### config.mk
export PLATFORM = sky130hd
export DESIGN_NAME = abc_adaptive_boost
export DESIGN_NICKNAME = d
export VERILOG_FILES = /design/src/logic/abc_pkg.sv /design/src/logic/abc_adaptive_boost.sv /design/src/logic/abc_thresh_decode.sv
export VERILOG_INCLUDE_DIRS = /design/src /design/src/logic
export SDC_FILE = /design/constraint.sdc
export NUM_CORES = 1
export LEC_CHECK = 0
export ABC_AREA = 1
export BUFFER_PORTS_ARGS = -buffer_cell sky130_fd_sc_hd__buf_4
export CAP_MARGIN = 20
export CORE_AREA = 2 2 151 109
export CTS_CLUSTER_DIAMETER = 100
export CTS_CLUSTER_SIZE = 12
export DETAILED_ROUTE_END_ITERATION = 8
export DIE_AREA = 0 0 153 111
export GPL_TIMING_DRIVEN = 0
export PLACE_DENSITY = 0.76
export SYNTH_ARGS = -nofsm -noshare
export SYNTH_HDL_FRONTEND = slang
export SYNTH_SLANG_ARGS = --single-unit
### constraint.sdc
create_clock -name sys_clk -period 5.9 [get_ports sys_clk]
set_input_delay 0.885 -clock sys_clk [delete_from_list [all_inputs] [get_ports sys_clk]]
set_output_delay 0.885 -clock sys_clk [all_outputs]
set_load 0.05 [all_outputs]
### src/logic/abc_consts.svh
`ifndef ABC_CONSTS_SVH
`define ABC_CONSTS_SVH

// Register offsets on the device register port
`define ABC_OFS_CONTROL 8'haa
`define ABC_OFS_STEP 8'hae
`define ABC_OFS_REVISION 8'haf

// Control register field positions
`define ABC_SPREAD_BIT 7
`define ABC_ADAPTIVE_BIT 3
`define ABC_HEADROOM_LSB 0

// Step and threshold register field positions
`define ABC_STEP_UP_LSB 6
`define ABC_LOWER_DECREMENT_LSB 4
`define ABC_HIGH_TH_LSB 2
`define ABC_HYST_LSB 0

// Reset values
`define ABC_RST_CONTROL 8'h00
`define ABC_RST_STEP 8'h00
`define ABC_RST_REVISION 8'h00

// Threshold arithmetic in millivolts
`define ABC_LOW_TOP_MV 16'h036b
`define ABC_LOW_STEP_MV 16'h007d
`define ABC_STEP_BASE_MV 16'h0069
`define ABC_HIGH_TOP_MV 16'h1388
`define ABC_HIGH_STEP_MV 16'h03e8
`define ABC_HYST_TOP_MV 16'h03e8
`define ABC_HYST_STEP_MV 16'h00fa

// Boost target in millivolts per code of the boost voltage setting
`define ABC_BOOST_LSB_MV 16'h0064

`endif

### src/logic/abc_pkg.sv
package abc_pkg;

    typedef struct packed {
        logic spread_spectrum_enable;
        logic adaptive_enable;
        logic [2:0] driver_headroom_code;
    } abc_control_t;

    typedef struct packed {
        logic [1:0] upper_increment;
        logic [1:0] lower_decrement;
        logic [1:0] high_threshold_code;
        logic [1:0] mid_hysteresis_code;
    } abc_step_t;

    typedef struct packed {
        logic [15:0] low_mv;
        logic [15:0] mid_mv;
        logic [15:0] high_mv;
        logic [15:0] up_mv;
        logic [15:0] down_mv;
    } abc_thresh_t;

    typedef struct packed {
        logic wr;
        logic rd;
        logic [7:0] addr;
        logic [7:0] wdata;
    } abc_reg_req_t;

    typedef enum logic [2:0] {
        ABC_IDLE = 3'b001,
        ABC_RAISE = 3'b010,
        ABC_LOWER = 3'b100
    } abc_loop_state_t;

endpackage : abc_pkg

### src/logic/abc_adaptive_boost.sv
`timescale 1ns/1ps
`include "abc_consts.svh"

// Notes on behaviour
// Bit 3 of the control register turns on the adaptive boost loop.
// When adaptive, the boost setting is the start of the target and, except on an up step, its floor.
// The LOW threshold is offset plus 875 mV minus 125 mV per headroom code.
// The MID threshold combines the headroom code with the hysteresis field.
// The up step is 105, 210, 420 or 840 mV for codes 00 to 11.
// The down step uses the same encoding in its own field.
// The HIGH fault threshold is 5, 4, 3 or 2 V for codes 00 to 11.
// An 8-bit read/write revision field fills the revision register.
// The loop steps up below LOW headroom and steps down above MID headroom.
module abc_adaptive_boost (
    input wire logic sys_clk,
    input wire logic reset_n,
    input abc_pkg::abc_reg_req_t reg_req,
    input wire logic [5:0] boost_voltage_setting,
    input wire logic [15:0] headroom_mv,
    output logic [7:0] reg_rdata_q,
    output logic reg_rvalid_q,
    output logic spread_spectrum_enable_q,
    output logic adaptive_active_q,
    output logic [15:0] boost_target_mv_q,
    output logic [15:0] low_threshold_mv_q,
    output logic [15:0] mid_threshold_mv_q,
    output logic [15:0] high_threshold_mv_q,
    output logic [7:0] settings_revision_id_q
);
    import abc_pkg::*;

    logic [7:0] adaptive_boost_control_q, adaptive_boost_control_d;
    logic [7:0] headroom_step_threshold_q, headroom_step_threshold_d;
    logic [7:0] settings_revision_d;
    logic [7:0] rdata_d;
    logic rvalid_d;
    abc_control_t ctrl;
    abc_step_t step;
    abc_thresh_t th;

    // Register writes; unmapped offsets are ignored
    always_comb begin
        adaptive_boost_control_d = adaptive_boost_control_q;
        headroom_step_threshold_d = headroom_step_threshold_q;
        settings_revision_d = settings_revision_id_q;
        if (reg_req.wr && reg_req.addr == `ABC_OFS_CONTROL) begin
            adaptive_boost_control_d = reg_req.wdata;
        end else if (reg_req.wr && reg_req.addr == `ABC_OFS_STEP) begin
            headroom_step_threshold_d = reg_req.wdata;
        end else if (reg_req.wr && reg_req.addr == `ABC_OFS_REVISION) begin
            settings_revision_d = reg_req.wdata;
        end
    end

    always_ff @(posedge sys_clk or negedge reset_n) begin
        if (!reset_n) begin
            adaptive_boost_control_q <= `ABC_RST_CONTROL;
            headroom_step_threshold_q <= `ABC_RST_STEP;
            settings_revision_id_q <= `ABC_RST_REVISION;
        end else begin
            adaptive_boost_control_q <= adaptive_boost_control_d;
            headroom_step_threshold_q <= headroom_step_threshold_d;
            settings_revision_id_q <= settings_revision_d;
        end
    end

    // A read on the same edge as a write returns the old value
    always_comb begin
        rvalid_d = reg_req.rd;
        if (!reg_req.rd) begin
            // Read data stands until the next read
            rdata_d = reg_rdata_q;
        end else if (reg_req.addr == `ABC_OFS_CONTROL) begin
            rdata_d = adaptive_boost_control_q;
        end else if (reg_req.addr == `ABC_OFS_STEP) begin
            rdata_d = headroom_step_threshold_q;
        end else if (reg_req.addr == `ABC_OFS_REVISION) begin
            rdata_d = settings_revision_id_q;
        end else begin
            // Unmapped offsets read as zero
            rdata_d = 8'h00;
        end
    end

    always_ff @(posedge sys_clk or negedge reset_n) begin
        if (!reset_n) begin
            reg_rdata_q <= 8'h00;
            reg_rvalid_q <= 1'b0;
        end else begin
            reg_rdata_q <= rdata_d;
            reg_rvalid_q <= rvalid_d;
        end
    end

    // Reserved control bits 6:4 are stored and read back but drive nothing
    assign ctrl.spread_spectrum_enable =
        adaptive_boost_control_q[`ABC_SPREAD_BIT];
    assign ctrl.adaptive_enable = adaptive_boost_control_q[`ABC_ADAPTIVE_BIT];
    assign ctrl.driver_headroom_code =
        adaptive_boost_control_q[`ABC_HEADROOM_LSB +: 3];
    assign step.upper_increment =
        headroom_step_threshold_q[`ABC_STEP_UP_LSB +: 2];
    assign step.lower_decrement =
        headroom_step_threshold_q[`ABC_LOWER_DECREMENT_LSB +: 2];
    assign step.high_threshold_code =
        headroom_step_threshold_q[`ABC_HIGH_TH_LSB +: 2];
    assign step.mid_hysteresis_code =
        headroom_step_threshold_q[`ABC_HYST_LSB +: 2];

    abc_thresh_decode u_decode (
        .ctrl(ctrl),
        .step(step),
        .th(th)
    );

    // Adaptive loop
    abc_loop_state_t loop_move;
    logic [15:0] floor_mv;
    logic [15:0] down_reach_mv;
    logic [16:0] raised;
    logic [15:0] lowered;
    logic [15:0] boost_target_mv_d;
    logic en_prev_q;
    logic en_prev_d;

    // Status outputs
    logic adaptive_active_d;
    logic spread_spectrum_enable_d;
    logic [15:0] low_threshold_mv_d;
    logic [15:0] mid_threshold_mv_d;
    logic [15:0] high_threshold_mv_d;

    assign floor_mv =
        16'(`ABC_BOOST_LSB_MV * {10'h000, boost_voltage_setting});
    // One extra bit so a raise near full scale saturates instead of wrapping
    assign raised = {1'b0, boost_target_mv_q} + {1'b0, th.up_mv};
    assign lowered = boost_target_mv_q - th.down_mv;
    // At most 6300 plus 840 mV, so the sum fits in 16 bits
    assign down_reach_mv = floor_mv + th.down_mv;

    always_comb begin
        loop_move = ABC_IDLE;
        en_prev_d = ctrl.adaptive_enable;
        boost_target_mv_d = boost_target_mv_q;
        if (!ctrl.adaptive_enable) begin
            // Open loop follows the plain boost setting
            boost_target_mv_d = floor_mv;
        end else if (!en_prev_q) begin
            // First enabled cycle starts from the programmed setting
            boost_target_mv_d = floor_mv;
        end else if (headroom_mv < th.low_mv) begin
            loop_move = ABC_RAISE;
        end else if (headroom_mv > th.mid_mv) begin
            loop_move = ABC_LOWER;
        end
        case (loop_move)
            ABC_RAISE: begin
                // Saturate rather than wrap on a runaway loop
                if (raised[16]) begin
                    boost_target_mv_d = 16'hffff;
                end else begin
                    boost_target_mv_d = raised[15:0];
                end
            end
            ABC_LOWER: begin
                // Never go below the programmed boost setting
                if (boost_target_mv_q < down_reach_mv) begin
                    boost_target_mv_d = floor_mv;
                end else begin
                    boost_target_mv_d = lowered;
                end
            end
            ABC_IDLE: begin
                // A setting raised while the loop runs lifts the target
                if (ctrl.adaptive_enable && boost_target_mv_q < floor_mv) begin
                    boost_target_mv_d = floor_mv;
                end
            end
            default: begin
                // Unreachable with one-hot codes; fall back to open loop
                boost_target_mv_d = floor_mv;
            end
        endcase
    end

    // Target resets to zero; the first clock after release loads the floor
    always_ff @(posedge sys_clk or negedge reset_n) begin
        if (!reset_n) begin
            en_prev_q <= 1'b0;
            boost_target_mv_q <= 16'h0000;
        end else begin
            en_prev_q <= en_prev_d;
            boost_target_mv_q <= boost_target_mv_d;
        end
    end

    // Status outputs lag the control register by one clock
    always_comb begin
        adaptive_active_d = ctrl.adaptive_enable;
        spread_spectrum_enable_d = ctrl.spread_spectrum_enable;
        low_threshold_mv_d = th.low_mv;
        mid_threshold_mv_d = th.mid_mv;
        high_threshold_mv_d = th.high_mv;
    end

    // Thresholds are registered so that every output comes from a flip-flop
    always_ff @(posedge sys_clk or negedge reset_n) begin
        if (!reset_n) begin
            adaptive_active_q <= 1'b0;
            spread_spectrum_enable_q <= 1'b0;
            low_threshold_mv_q <= 16'h0000;
            mid_threshold_mv_q <= 16'h0000;
            high_threshold_mv_q <= 16'h0000;
        end else begin
            adaptive_active_q <= adaptive_active_d;
            spread_spectrum_enable_q <= spread_spectrum_enable_d;
            low_threshold_mv_q <= low_threshold_mv_d;
            mid_threshold_mv_q <= mid_threshold_mv_d;
            high_threshold_mv_q <= high_threshold_mv_d;
        end
    end

endmodule : abc_adaptive_boost

### src/logic/abc_thresh_decode.sv
`timescale 1ns/1ps
`include "abc_consts.svh"

module abc_thresh_decode (
    input abc_pkg::abc_control_t ctrl,
    input abc_pkg::abc_step_t step,
    output abc_pkg::abc_thresh_t th
);
    import abc_pkg::*;

    function automatic logic [15:0] step_mv(input logic [1:0] code);
        step_mv = `ABC_STEP_BASE_MV << code;
    endfunction : step_mv

    always_comb begin
        // Offset relative: code 000 is top, each code takes one step off
        th.low_mv = `ABC_LOW_TOP_MV - 16'(`ABC_LOW_STEP_MV *
            {13'h0000, ctrl.driver_headroom_code});
        th.mid_mv = th.low_mv + `ABC_HYST_TOP_MV - 16'(`ABC_HYST_STEP_MV *
            {14'h0000, step.mid_hysteresis_code});
        th.high_mv = `ABC_HIGH_TOP_MV - 16'(`ABC_HIGH_STEP_MV *
            {14'h0000, step.high_threshold_code});
        th.up_mv = step_mv(step.upper_increment);
        th.down_mv = step_mv(step.lower_decrement);
    end

endmodule : abc_thresh_decode

==> reports/summary.txt, run 1 <==
Max transition margin: 0.620
CTS tree: built
area grow syn2layout: 18.7%
GR Util All Layers: 0.266
# nets final: 1500
uppermost routed layer: met4
Max Cap Viol: 0
CTS Buf Count: 9
share of cells above drive strength 1: 0.146
peak per-stage delay on the critical path: 0.58 ns
Yosys cell types: 41
vias in the first global route: 7287
commonest cells after routing, fill and taps aside: 313 x nand2_1, 193 x inv_1, 147 x ha_1
I/O Buffers: 118
worst slew pin tran: 0.563 ns
Root Driver: clkbuf_16
GR Overflow Total: 0
clock share of power: 0.186
Synth Cell Area: 8340 sq um
area of the multi-input gates: 5350 sq um
FF+latch count, synth: 84
register area share after synthesis: 0.252
Layout Skew: 0.0129 ns
Flop pwr share: 0.241
Internal Power: 1.54 mW
Leak: 5.47 nW
min Tclk post-route: 5.47 ns
Syn. warnings: 0
combinational power share: 0.573
Critical-path top delay cell: fa_1
ANT cells: 0
fill count: 1427
Skew-Pair Late Insertion Delay: 0.36 ns
Clock transition at path regs: 0.07 ns
maximum clock path buffer count: 2
sw power: 1.48 mW
Crit. End Element: register
met2 WL post-DR: 8.78 mm
CP most frequent cell: nand2_1
final setup fails: 0
DRC: 0
row count: 39
most common cell after layout, fill and taps aside: nand2_1
Initial Util: 0.529
initial DRC count: 594
Sink Count: 84
CTS Hold Bufs: 0
routed len/inst: 14.6 microns
final wirelength: 22.1 mm
element type at the critical path start: register
met3 wire length: 1.95 mm
H-Tree Level Count: 3
Util after Layout: 0.628
Die Wd: 153 microns
fmax: 0.183 GHz
initial antenna violation count: 0
routed vias: 7896
Detail Route Antenna Nets: 0
Synth Instances: 1164
WP data arrival: 5.70 ns
Top-Level Pins: 125
status: finished clean
first-pass GRT wire length: 36.4 mm
Cell Pwr Density: 305 nW/um^2
die area: 17000 sq um
Worst Hold Class: input port to asynchronous set/reset pin
DP HPWL: 18.2 mm
Final Slew Violations: 0
CP Max Fanout: 10
kind of critical path: register to register
Die H: 111 microns
Switching Share: 0.490
Syn Area/Cell: 7.17 sq um
GP Congestion: 0.949
FF/Latch Area: 2100 sq um
WL met1: 11.2 mm
CP Data Required Time: 6.13 ns
vias per cell: 5.22
final hold viol count: 0
largest net degree at the start of global routing: 85
total core area: 15800 sq um
Peak VDD IR: 0.000162 V
drt first pass iters: 5
Tcrit/Tclk final: 0.926
setup TNS: 0 ns
## kinds of logic after synthesis
group                    Yosys count  share of synthesized area
AO/OA/AOI/OAI                    142                     0.0957
XOR/XNOR                          41                     0.0431
adder cells (fa/ha/maj)          156                      0.242
buffers and inverters            230                      0.114
flip-flops                        84                      0.252
other                              1                   0.000450
AND/OR/NAND/NOR                  510                      0.253
## registers in the layout, summed over array words and instances, names as in the netlist
register,cells
boost_target_mv_q,16
mid_threshold_mv_q,16
low_threshold_mv_q,10
adaptive_boost_control_q,8
headroom_step_threshold_q,8
reg_rdata_q,8
settings_revision_id_q,8
high_threshold_mv_q,7
adaptive_active_q,1
reg_rvalid_q,1
spread_spectrum_enable_q,1
## metal layers
metal	vias to the layer above	track usage
met5	-	0
met4	0	0.0438
met3	23	0.0481
met2	313	0.380
met1	3575	0.423
li1	3985	-
## repair_timing
item | in CTS | in global routing
buffers inserted | 0 | 3
endpoints found under the setup margin | 0 | 16
gates resized for setup | 0 | 17
## final cells by class
type	instances	share of cell area
clock buffers	9	0.0228
flip-flops and latches	84	0.213
multi-input cells	855	0.540
repair buffers	122	0.0946
clock inverters	7	0.00683
inverters	200	0.0762
well taps	205	0.0259
plain buffers	30	0.0206
## cell usage after synthesis, drive strengths merged
master | n | share of area
a211oi | 1 | 0.00090
conb | 1 | 0.00045
nor3 | 9 | 0.0060
nor2 | 97 | 0.045
xor2 | 26 | 0.027
a21o | 3 | 0.0027
nor3b | 1 | 0.00090
clkbuf | 6 | 0.0027
and2 | 1 | 0.00075
nand3b | 1 | 0.00090
xnor2 | 15 | 0.016
dfrtp | 84 | 0.25
nand2 | 316 | 0.14
nand4 | 24 | 0.018
o21a | 1 | 0.00090
buf | 24 | 0.021
a31oi | 2 | 0.0015
o221ai | 1 | 0.0011
clkinv | 1 | 0.00045
a21oi | 64 | 0.040
a221oi | 8 | 0.0084
or2 | 4 | 0.0030
a21boi | 2 | 0.0018
o21bai | 2 | 0.0018
o211ai | 5 | 0.0051
inv | 199 | 0.090
ha | 147 | 0.22
nand3 | 57 | 0.035
o21ai | 53 | 0.032
fa | 9 | 0.022
## stage by stage
stage	setup WS [ns]	std cells	total power [mW]	hold slack (ns)	instance area [sq um]
after global routing	-0.000238	1512	3.26	0.357	9900
final	0.434	1512	3.02	0.355	9900
after global placement	0.224	1492	2.38	0.400	9500
after detailed placement	0.0956	1492	2.41	0.407	9500
after floorplan	0.960	1169	1.95	0.375	8360
after CTS	0.0668	1508	2.99	0.421	9790
## worst max-delay path: cells and delay by family, from the launching register on
family                     cells  cell delay, ns
buffers and inverters          5            0.49
AOI/OAI and AO/OA              8            1.22
and+or+nand+nor               11            1.17
adders and majority gates      5            1.72
DFF                            1            0.50
xor gates and xnor gates       1            0.21
## power groups by stage
stage / registers [mW] / logic [mW] / clock network [mW]
after CTS: 0.726 / 1.69 / 0.570
after global routing: 0.735 / 1.93 / 0.593
after floorplan: 0.935 / 1.02 / 0
after detailed placement: 0.737 / 1.68 / 0
after global placement: 0.737 / 1.64 / 0
final: 0.727 / 1.73 / 0.562
## path summary, 6_finish.rpt
kind / start / endpoint / slack (ns) / depth (start not counted)
setup / recovery: adaptive_boost_control_q[1] / boost_target_mv_q[8] / 0.43 / 30
hold / removal: reset_n / reg_rvalid_q / 0.36 / 1
setup reg to reg: adaptive_boost_control_q[1] / boost_target_mv_q[8] / 0.43 / 30
hold reg to reg: adaptive_boost_control_q[7] / spread_spectrum_enable_q / 0.42 / 0
max in group asynchronous: reset_n / boost_target_mv_q[9] / 4.95 / 2
min in group sys_clk: adaptive_boost_control_q[7] / spread_spectrum_enable_q / 0.42 / 0
Note: power is estimated with default switching activity, not from simulation.
==> inputs of run 2 (changes only) <==
--- a/config.mk
+++ b/config.mk
@@ -9,13 +9,13 @@
 export ABC_AREA = 1
 export BUFFER_PORTS_ARGS = -buffer_cell sky130_fd_sc_hd__buf_4
 export CAP_MARGIN = 20
-export CORE_AREA = 2 2 151 109
+export CORE_AREA = 2 2 174 125
 export CTS_CLUSTER_DIAMETER = 100
 export CTS_CLUSTER_SIZE = 12
 export DETAILED_ROUTE_END_ITERATION = 8
-export DIE_AREA = 0 0 153 111
+export DIE_AREA = 0 0 176 127
 export GPL_TIMING_DRIVEN = 0
-export PLACE_DENSITY = 0.76
+export REMOVE_ABC_BUFFERS = 1
 export SYNTH_ARGS = -nofsm -noshare
 export SYNTH_HDL_FRONTEND = slang
 export SYNTH_SLANG_ARGS = --single-unit
==> constraint.sdc (replaced) <==
create_clock -name sys_clk -period 6.4 [get_ports sys_clk]
set_input_delay 0.96 -clock sys_clk [delete_from_list [all_inputs] [get_ports sys_clk]]
set_output_delay 0.96 -clock sys_clk [all_outputs]
set_load 0.05 [all_outputs]
==> run 2 against run 1 <==
Effect of this change:
- first-iteration DRC count increased by 3.9%
- clock power decreased by 5.9%
- utilization decreased by 15 points
- fmax decreased by 5.9%
- non-clock buffer count decreased by 31
- register-to-register slack improved by 0.16 ns
- clock skew decreased by 0.0018 ns
==> reports/summary.txt, run 2 (synthesized netlist as in run 1, its figures left out) <==
status: finished clean
Crit. End Element: register
GR Util All Layers: 0.201
share of cells above drive strength 1: 0.125
first-pass GRT wire length: 35.8 mm
dpl cells: 1533
Final Slew Violations: 0
commonest cells after routing, fill and taps aside: 313 x nand2_1, 195 x inv_1, 147 x ha_1
unrepaired setup endpoints after global routing: no
DRC: 0
ANT cells: 0
# nets final: 1469
Sink Count: 84
WP data arrival: 6.04 ns
die area: 22400 sq um
element type at the critical path start: register
CTS tree: built
final wirelength: 22.1 mm
Leak: 5.34 nW
H-Tree Level Count: 3
Total Power: 2.74 mW
Detail Route Antenna Nets: 0
routed vias: 7534
Layout Skew: 0.0111 ns
final setup fails: 0
maximum clock path buffer count: 2
GR Overflow Total: 0
initial DRC count: 617
most common cell after layout, fill and taps aside: nand2_1
Final Instance Count excl. Fillers: 1552
CP Data Required Time: 6.63 ns
CTS Hold Bufs: 0
Critical-path top delay cell: dfrtp_1
CP Max Fanout: 16
Util after Layout: 0.476
top flop regs: boost_target_mv_q (16), mid_threshold_mv_q (16), low_threshold_mv_q (10)
Top-Level Pins: 125
drt first pass iters: 7
peak per-stage delay on the critical path: 0.52 ns
kind of critical path: register to register
fmax: 0.172 GHz
Clock transition at path regs: 0.07 ns
Tcrit/Tclk final: 0.908
total core area: 20500 sq um
min Tclk post-route: 5.81 ns
setup TNS: 0 ns
CP most frequent cell: nand2_1
DP HPWL: 18.0 mm
vias per cell: 4.85
Max Cap Viol: 0
largest net degree at the start of global routing: 85
Root Driver: clkbuf_16
Worst Hold Class: register to register
worst slew pin tran: 0.811 ns
Cell Pwr Density: 280 nW/um^2
routed len/inst: 14.3 microns
CTS Buf Count: 9
Initial Util: 0.406
hold_ws: 0.413 ns
GP Congestion: 0.938
Die H: 127 microns
final hold viol count: 0
Peak VDD IR: 0.000141 V
Die Wd: 176 microns
row count: 44
Max transition margin: 0.458
area grow syn2layout: 17.1%
vias in the first global route: 6736
I/O Buffers: 118
Skew-Pair Late Insertion Delay: 0.35 ns
initial antenna violation count: 0
run 2: changes by cell type in the layout (fill, tap and decap cells not counted), moves of 2 or more:
cell and change:
xor2_2 -3, nor2_2 -3, buf_6 -3, inv_1 +2, clkbuf_8 +2, clkbuf_1 -5
nor2_1 +2, buf_4 -18, inv_6 -3, xor2_1 +3, buf_2 -3, inv_2 -2
nand3_1 -2
run 2: final cells by class:
cell class	instances	area (sq um)
Timing Repair Buffer	121	928
Clock inverter	5	43.8
Multi-Input combinational cell	855	5340
Tap cell	276	345
Fill cell	2095	10800
Inverter	200	754
Clock buffer	11	253
Sequential cell	84	2100
run 2: stage by stage:
stage	setup slack [ns]	instance area [sq um]
after global placement	0.335	9390
after CTS	0.154	9690
after global routing	0.0236	9770
final	0.592	9770
after detailed placement	0.173	9390
after floorplan	1.33	8160
run 2: report_power, final:
group	internal [mW]	switching (mW)	leakage, nW
combinational	0.523	1.02	4.13
clock	0.290	0.240	0.140
sequential	0.595	0.0728	1.07
total	1.41	1.33	5.34
run 2: path summary, 6_finish.rpt:
| check | startpoint | endpoint | slack [ns] | depth (start not counted) |
|---|---|---|---|---|
| max | adaptive_boost_control_q[1] | boost_target_mv_q[5] | 0.59 | 35 |
| min | adaptive_boost_control_q[7] | spread_spectrum_enable_q | 0.41 | 0 |
| max reg2reg | adaptive_boost_control_q[1] | boost_target_mv_q[5] | 0.59 | 35 |
| min reg2reg | adaptive_boost_control_q[7] | spread_spectrum_enable_q | 0.41 | 0 |
| max in group asynchronous | reset_n | mid_threshold_mv_q[10] | 5.18 | 2 |
| min in group asynchronous | reset_n | reg_rdata_q[5] | 0.60 | 1 |
run 2: layer usage:
layer	vias up	GRT usage	share of wire
li1	3933	-	-
met1	3410	0.331	0.56
met2	175	0.270	0.38
met3	16	0.0384	0.058
met4	0	0.0258	0.0054
met5	-	0	0
run 2: critical path, delay by kind of cell, from the launching register on:
family / cells / cell delay, ns
compound gates: 2 / 0.40
xor+xnor: 1 / 0.31
fa+ha+maj: 6 / 1.57
buf+inv: 7 / 0.75
flops: 1 / 0.52
simple gates: 19 / 2.14
run 2: what timing repair did:
item,in CTS,in global routing
hold endpoints to repair,0,0
buffers inserted,0,2
endpoints found under the setup margin,0,16
gates resized for setup,0,8
==> inputs of run 3 (changes only) <==
--- a/config.mk
+++ b/config.mk
@@ -7,14 +7,17 @@
 export NUM_CORES = 1
 export LEC_CHECK = 0
 export ABC_AREA = 1
+export ABC_CLOCK_PERIOD_IN_PS = 6400
 export BUFFER_PORTS_ARGS = -buffer_cell sky130_fd_sc_hd__buf_4
 export CAP_MARGIN = 20
 export CORE_AREA = 2 2 174 125
+export CTS_BUF_LIST = sky130_fd_sc_hd__clkbuf_4 sky130_fd_sc_hd__clkbuf_8
 export CTS_CLUSTER_DIAMETER = 100
 export CTS_CLUSTER_SIZE = 12
 export DETAILED_ROUTE_END_ITERATION = 8
 export DIE_AREA = 0 0 176 127
 export GPL_TIMING_DRIVEN = 0
+export PLACE_DENSITY_LB_ADDON = 0.08
 export REMOVE_ABC_BUFFERS = 1
 export SYNTH_ARGS = -nofsm -noshare
 export SYNTH_HDL_FRONTEND = slang
==> run 3 against run 2 <==
Effect of this change:
- clock-buffer cell count shrank 1
- worst setup slack lost 0.053 ns
- wire length grew 6.4%
- register-to-register slack lost 0.05 ns
- critical path depth shrank 1
- combinational power is essentially flat
- critical endpoint is now boost_target_mv_q[9]
- largest cell class unchanged
- largest power group unchanged
==> reports/summary.txt, run 3 (synthesized netlist as in run 1, its figures left out) <==
min Tclk post-route: 5.86 ns
Buf+Inv Stages, Crit Path: 5
setup TNS: 0 ns
share of cells above drive strength 1: 0.128
final hold viol count: 0
CTS Hold Bufs: 0
Die H: 127 microns
Crit. End Element: register
Clock transition at path regs: 0.10 ns
unrepaired setup endpoints after global routing: no
Top-Level Pins: 125
GP Congestion: 0.898
final wirelength: 23.6 mm
row count: 44
die area: 22400 sq um
Root Driver: clkbuf_8
DRC: 0
element type at the critical path start: register
Max transition margin: 0.488
dpl cells: 1533
hold path start: adaptive_boost_control_q[7]
kind of critical path: register to register
I/O Buffers: 118
Peak VDD IR: 0.000116 V
Sink Count: 84
GR Overflow Total: 0
initial antenna violation count: 0
vias per cell: 4.84
Util after Layout: 0.471
worst flop-to-flop path startpoint: adaptive_boost_control_q[0]
CTS tree: built
Crit path max-delay family: simple AND/OR/NAND/NOR gates
Die Wd: 176 microns
hold_ws: 0.450 ns
Tcrit/Tclk final: 0.916
GR Util All Layers: 0.216
H-Tree Level Count: 3
peak per-stage delay on the critical path: 0.46 ns
Skew-Pair Late Insertion Delay: 0.37 ns
routed vias: 7515
design area: 9680 sq um
Cell Pwr Density: 274 nW/um^2
initial DRC count: 513
routed len/inst: 15.2 microns
Final Slew Violations: 0
Critical Path Source: adaptive_boost_control_q[0]
Max Cap Viol: 0
DP HPWL: 19.3 mm
Final Instance Count excl. Fillers: 1553
Worst Hold Class: register to register
fill count: 2128
largest net degree at the start of global routing: 85
first-pass GRT wire length: 38.0 mm
FF-to-FF setup slack: 0.54 ns
CP Data Required Time: 6.64 ns
ANT cells: 0
WP data arrival: 6.10 ns
final setup fails: 0
area grow syn2layout: 16.1%
drt first pass iters: 7
Placed Instance Area: 9390 sq um
Detail Route Antenna Nets: 0
commonest cells after routing, fill and taps aside: 313 x nand2_1, 194 x inv_1, 147 x ha_1
most common cell after layout, fill and taps aside: nand2_1
total core area: 20500 sq um
maximum clock path buffer count: 2
Layout Skew: 0.0182 ns
worst slew pin tran: 0.765 ns
top flop regs: boost_target_mv_q (16), mid_threshold_mv_q (16), low_threshold_mv_q (10)
CTS Buf Count: 9
CP most frequent cell: nand2_1
fmax: 0.171 GHz
Critical-path top delay cell: dfrtp_2
Leak: 5.29 nW
Initial Util: 0.406
CP Max Fanout: 16
vias in the first global route: 6916
# nets final: 1470
status: finished clean
## run 3: cell type report
class / count / area [sq um] / share of cell area
sequential: 84 / 2100 / 0.217
inverter: 200 / 758 / 0.0783
multi-input combinational: 855 / 5340 / 0.551
tap: 276 / 345 / 0.0357
clock buffer: 10 / 131 / 0.0136
clock inverter: 6 / 70.1 / 0.00724
timing repair buffer: 122 / 936 / 0.0967
## run 3: power by group
group / leakage (nW) / internal (mW) / switching (mW) / total, mW
sequential: 1.06 / 0.595 / 0.0789 / 0.674
clock: 0.0929 / 0.188 / 0.214 / 0.402
combinational: 4.14 / 0.525 / 1.05 / 1.57
total: 5.29 / 1.31 / 1.34 / 2.65
## run 3: path summary, 6_finish.rpt
| path | end | depth (start not counted) |
|---|---|---|
| max in group asynchronous | adaptive_boost_control_q[1] | 2 |
| setup / recovery | boost_target_mv_q[9] | 34 |
| setup reg to reg | boost_target_mv_q[9] | 34 |
| min in group asynchronous | boost_target_mv_q[8] | 1 |
| hold reg to reg | spread_spectrum_enable_q | 0 |
| hold / removal | spread_spectrum_enable_q | 0 |
## run 3: metal layers
layer | global-route usage | share of wire
met5 | 0 | 0
met4 | 0.0160 | 0.0038
met3 | 0.0446 | 0.072
met1 | 0.367 | 0.57
met2 | 0.278 | 0.36
## run 3: worst register-to-register path: cells and delay by family, from the launching register on
kind            cells  cell delay [ns]
simple gates       19             2.25
compound gates      3             0.56
xor+xnor            1             0.32
fa+ha+maj           6             1.76
flops               1             0.46
buf+inv             5             0.39
## run 3: repair_timing
action	in CTS	in global routing
resized for setup	0	9
endpoints found under the setup margin	0	16
setup buffers	0	3
## run 3: stage by stage
step                worst slack, ns  total power [mW]
global route                 0.0258              2.89
global placement              0.217              2.23
CTS                           0.101              2.65
finish                        0.539              2.65
floorplan                      1.33              1.78
detailed placement            0.152              2.24
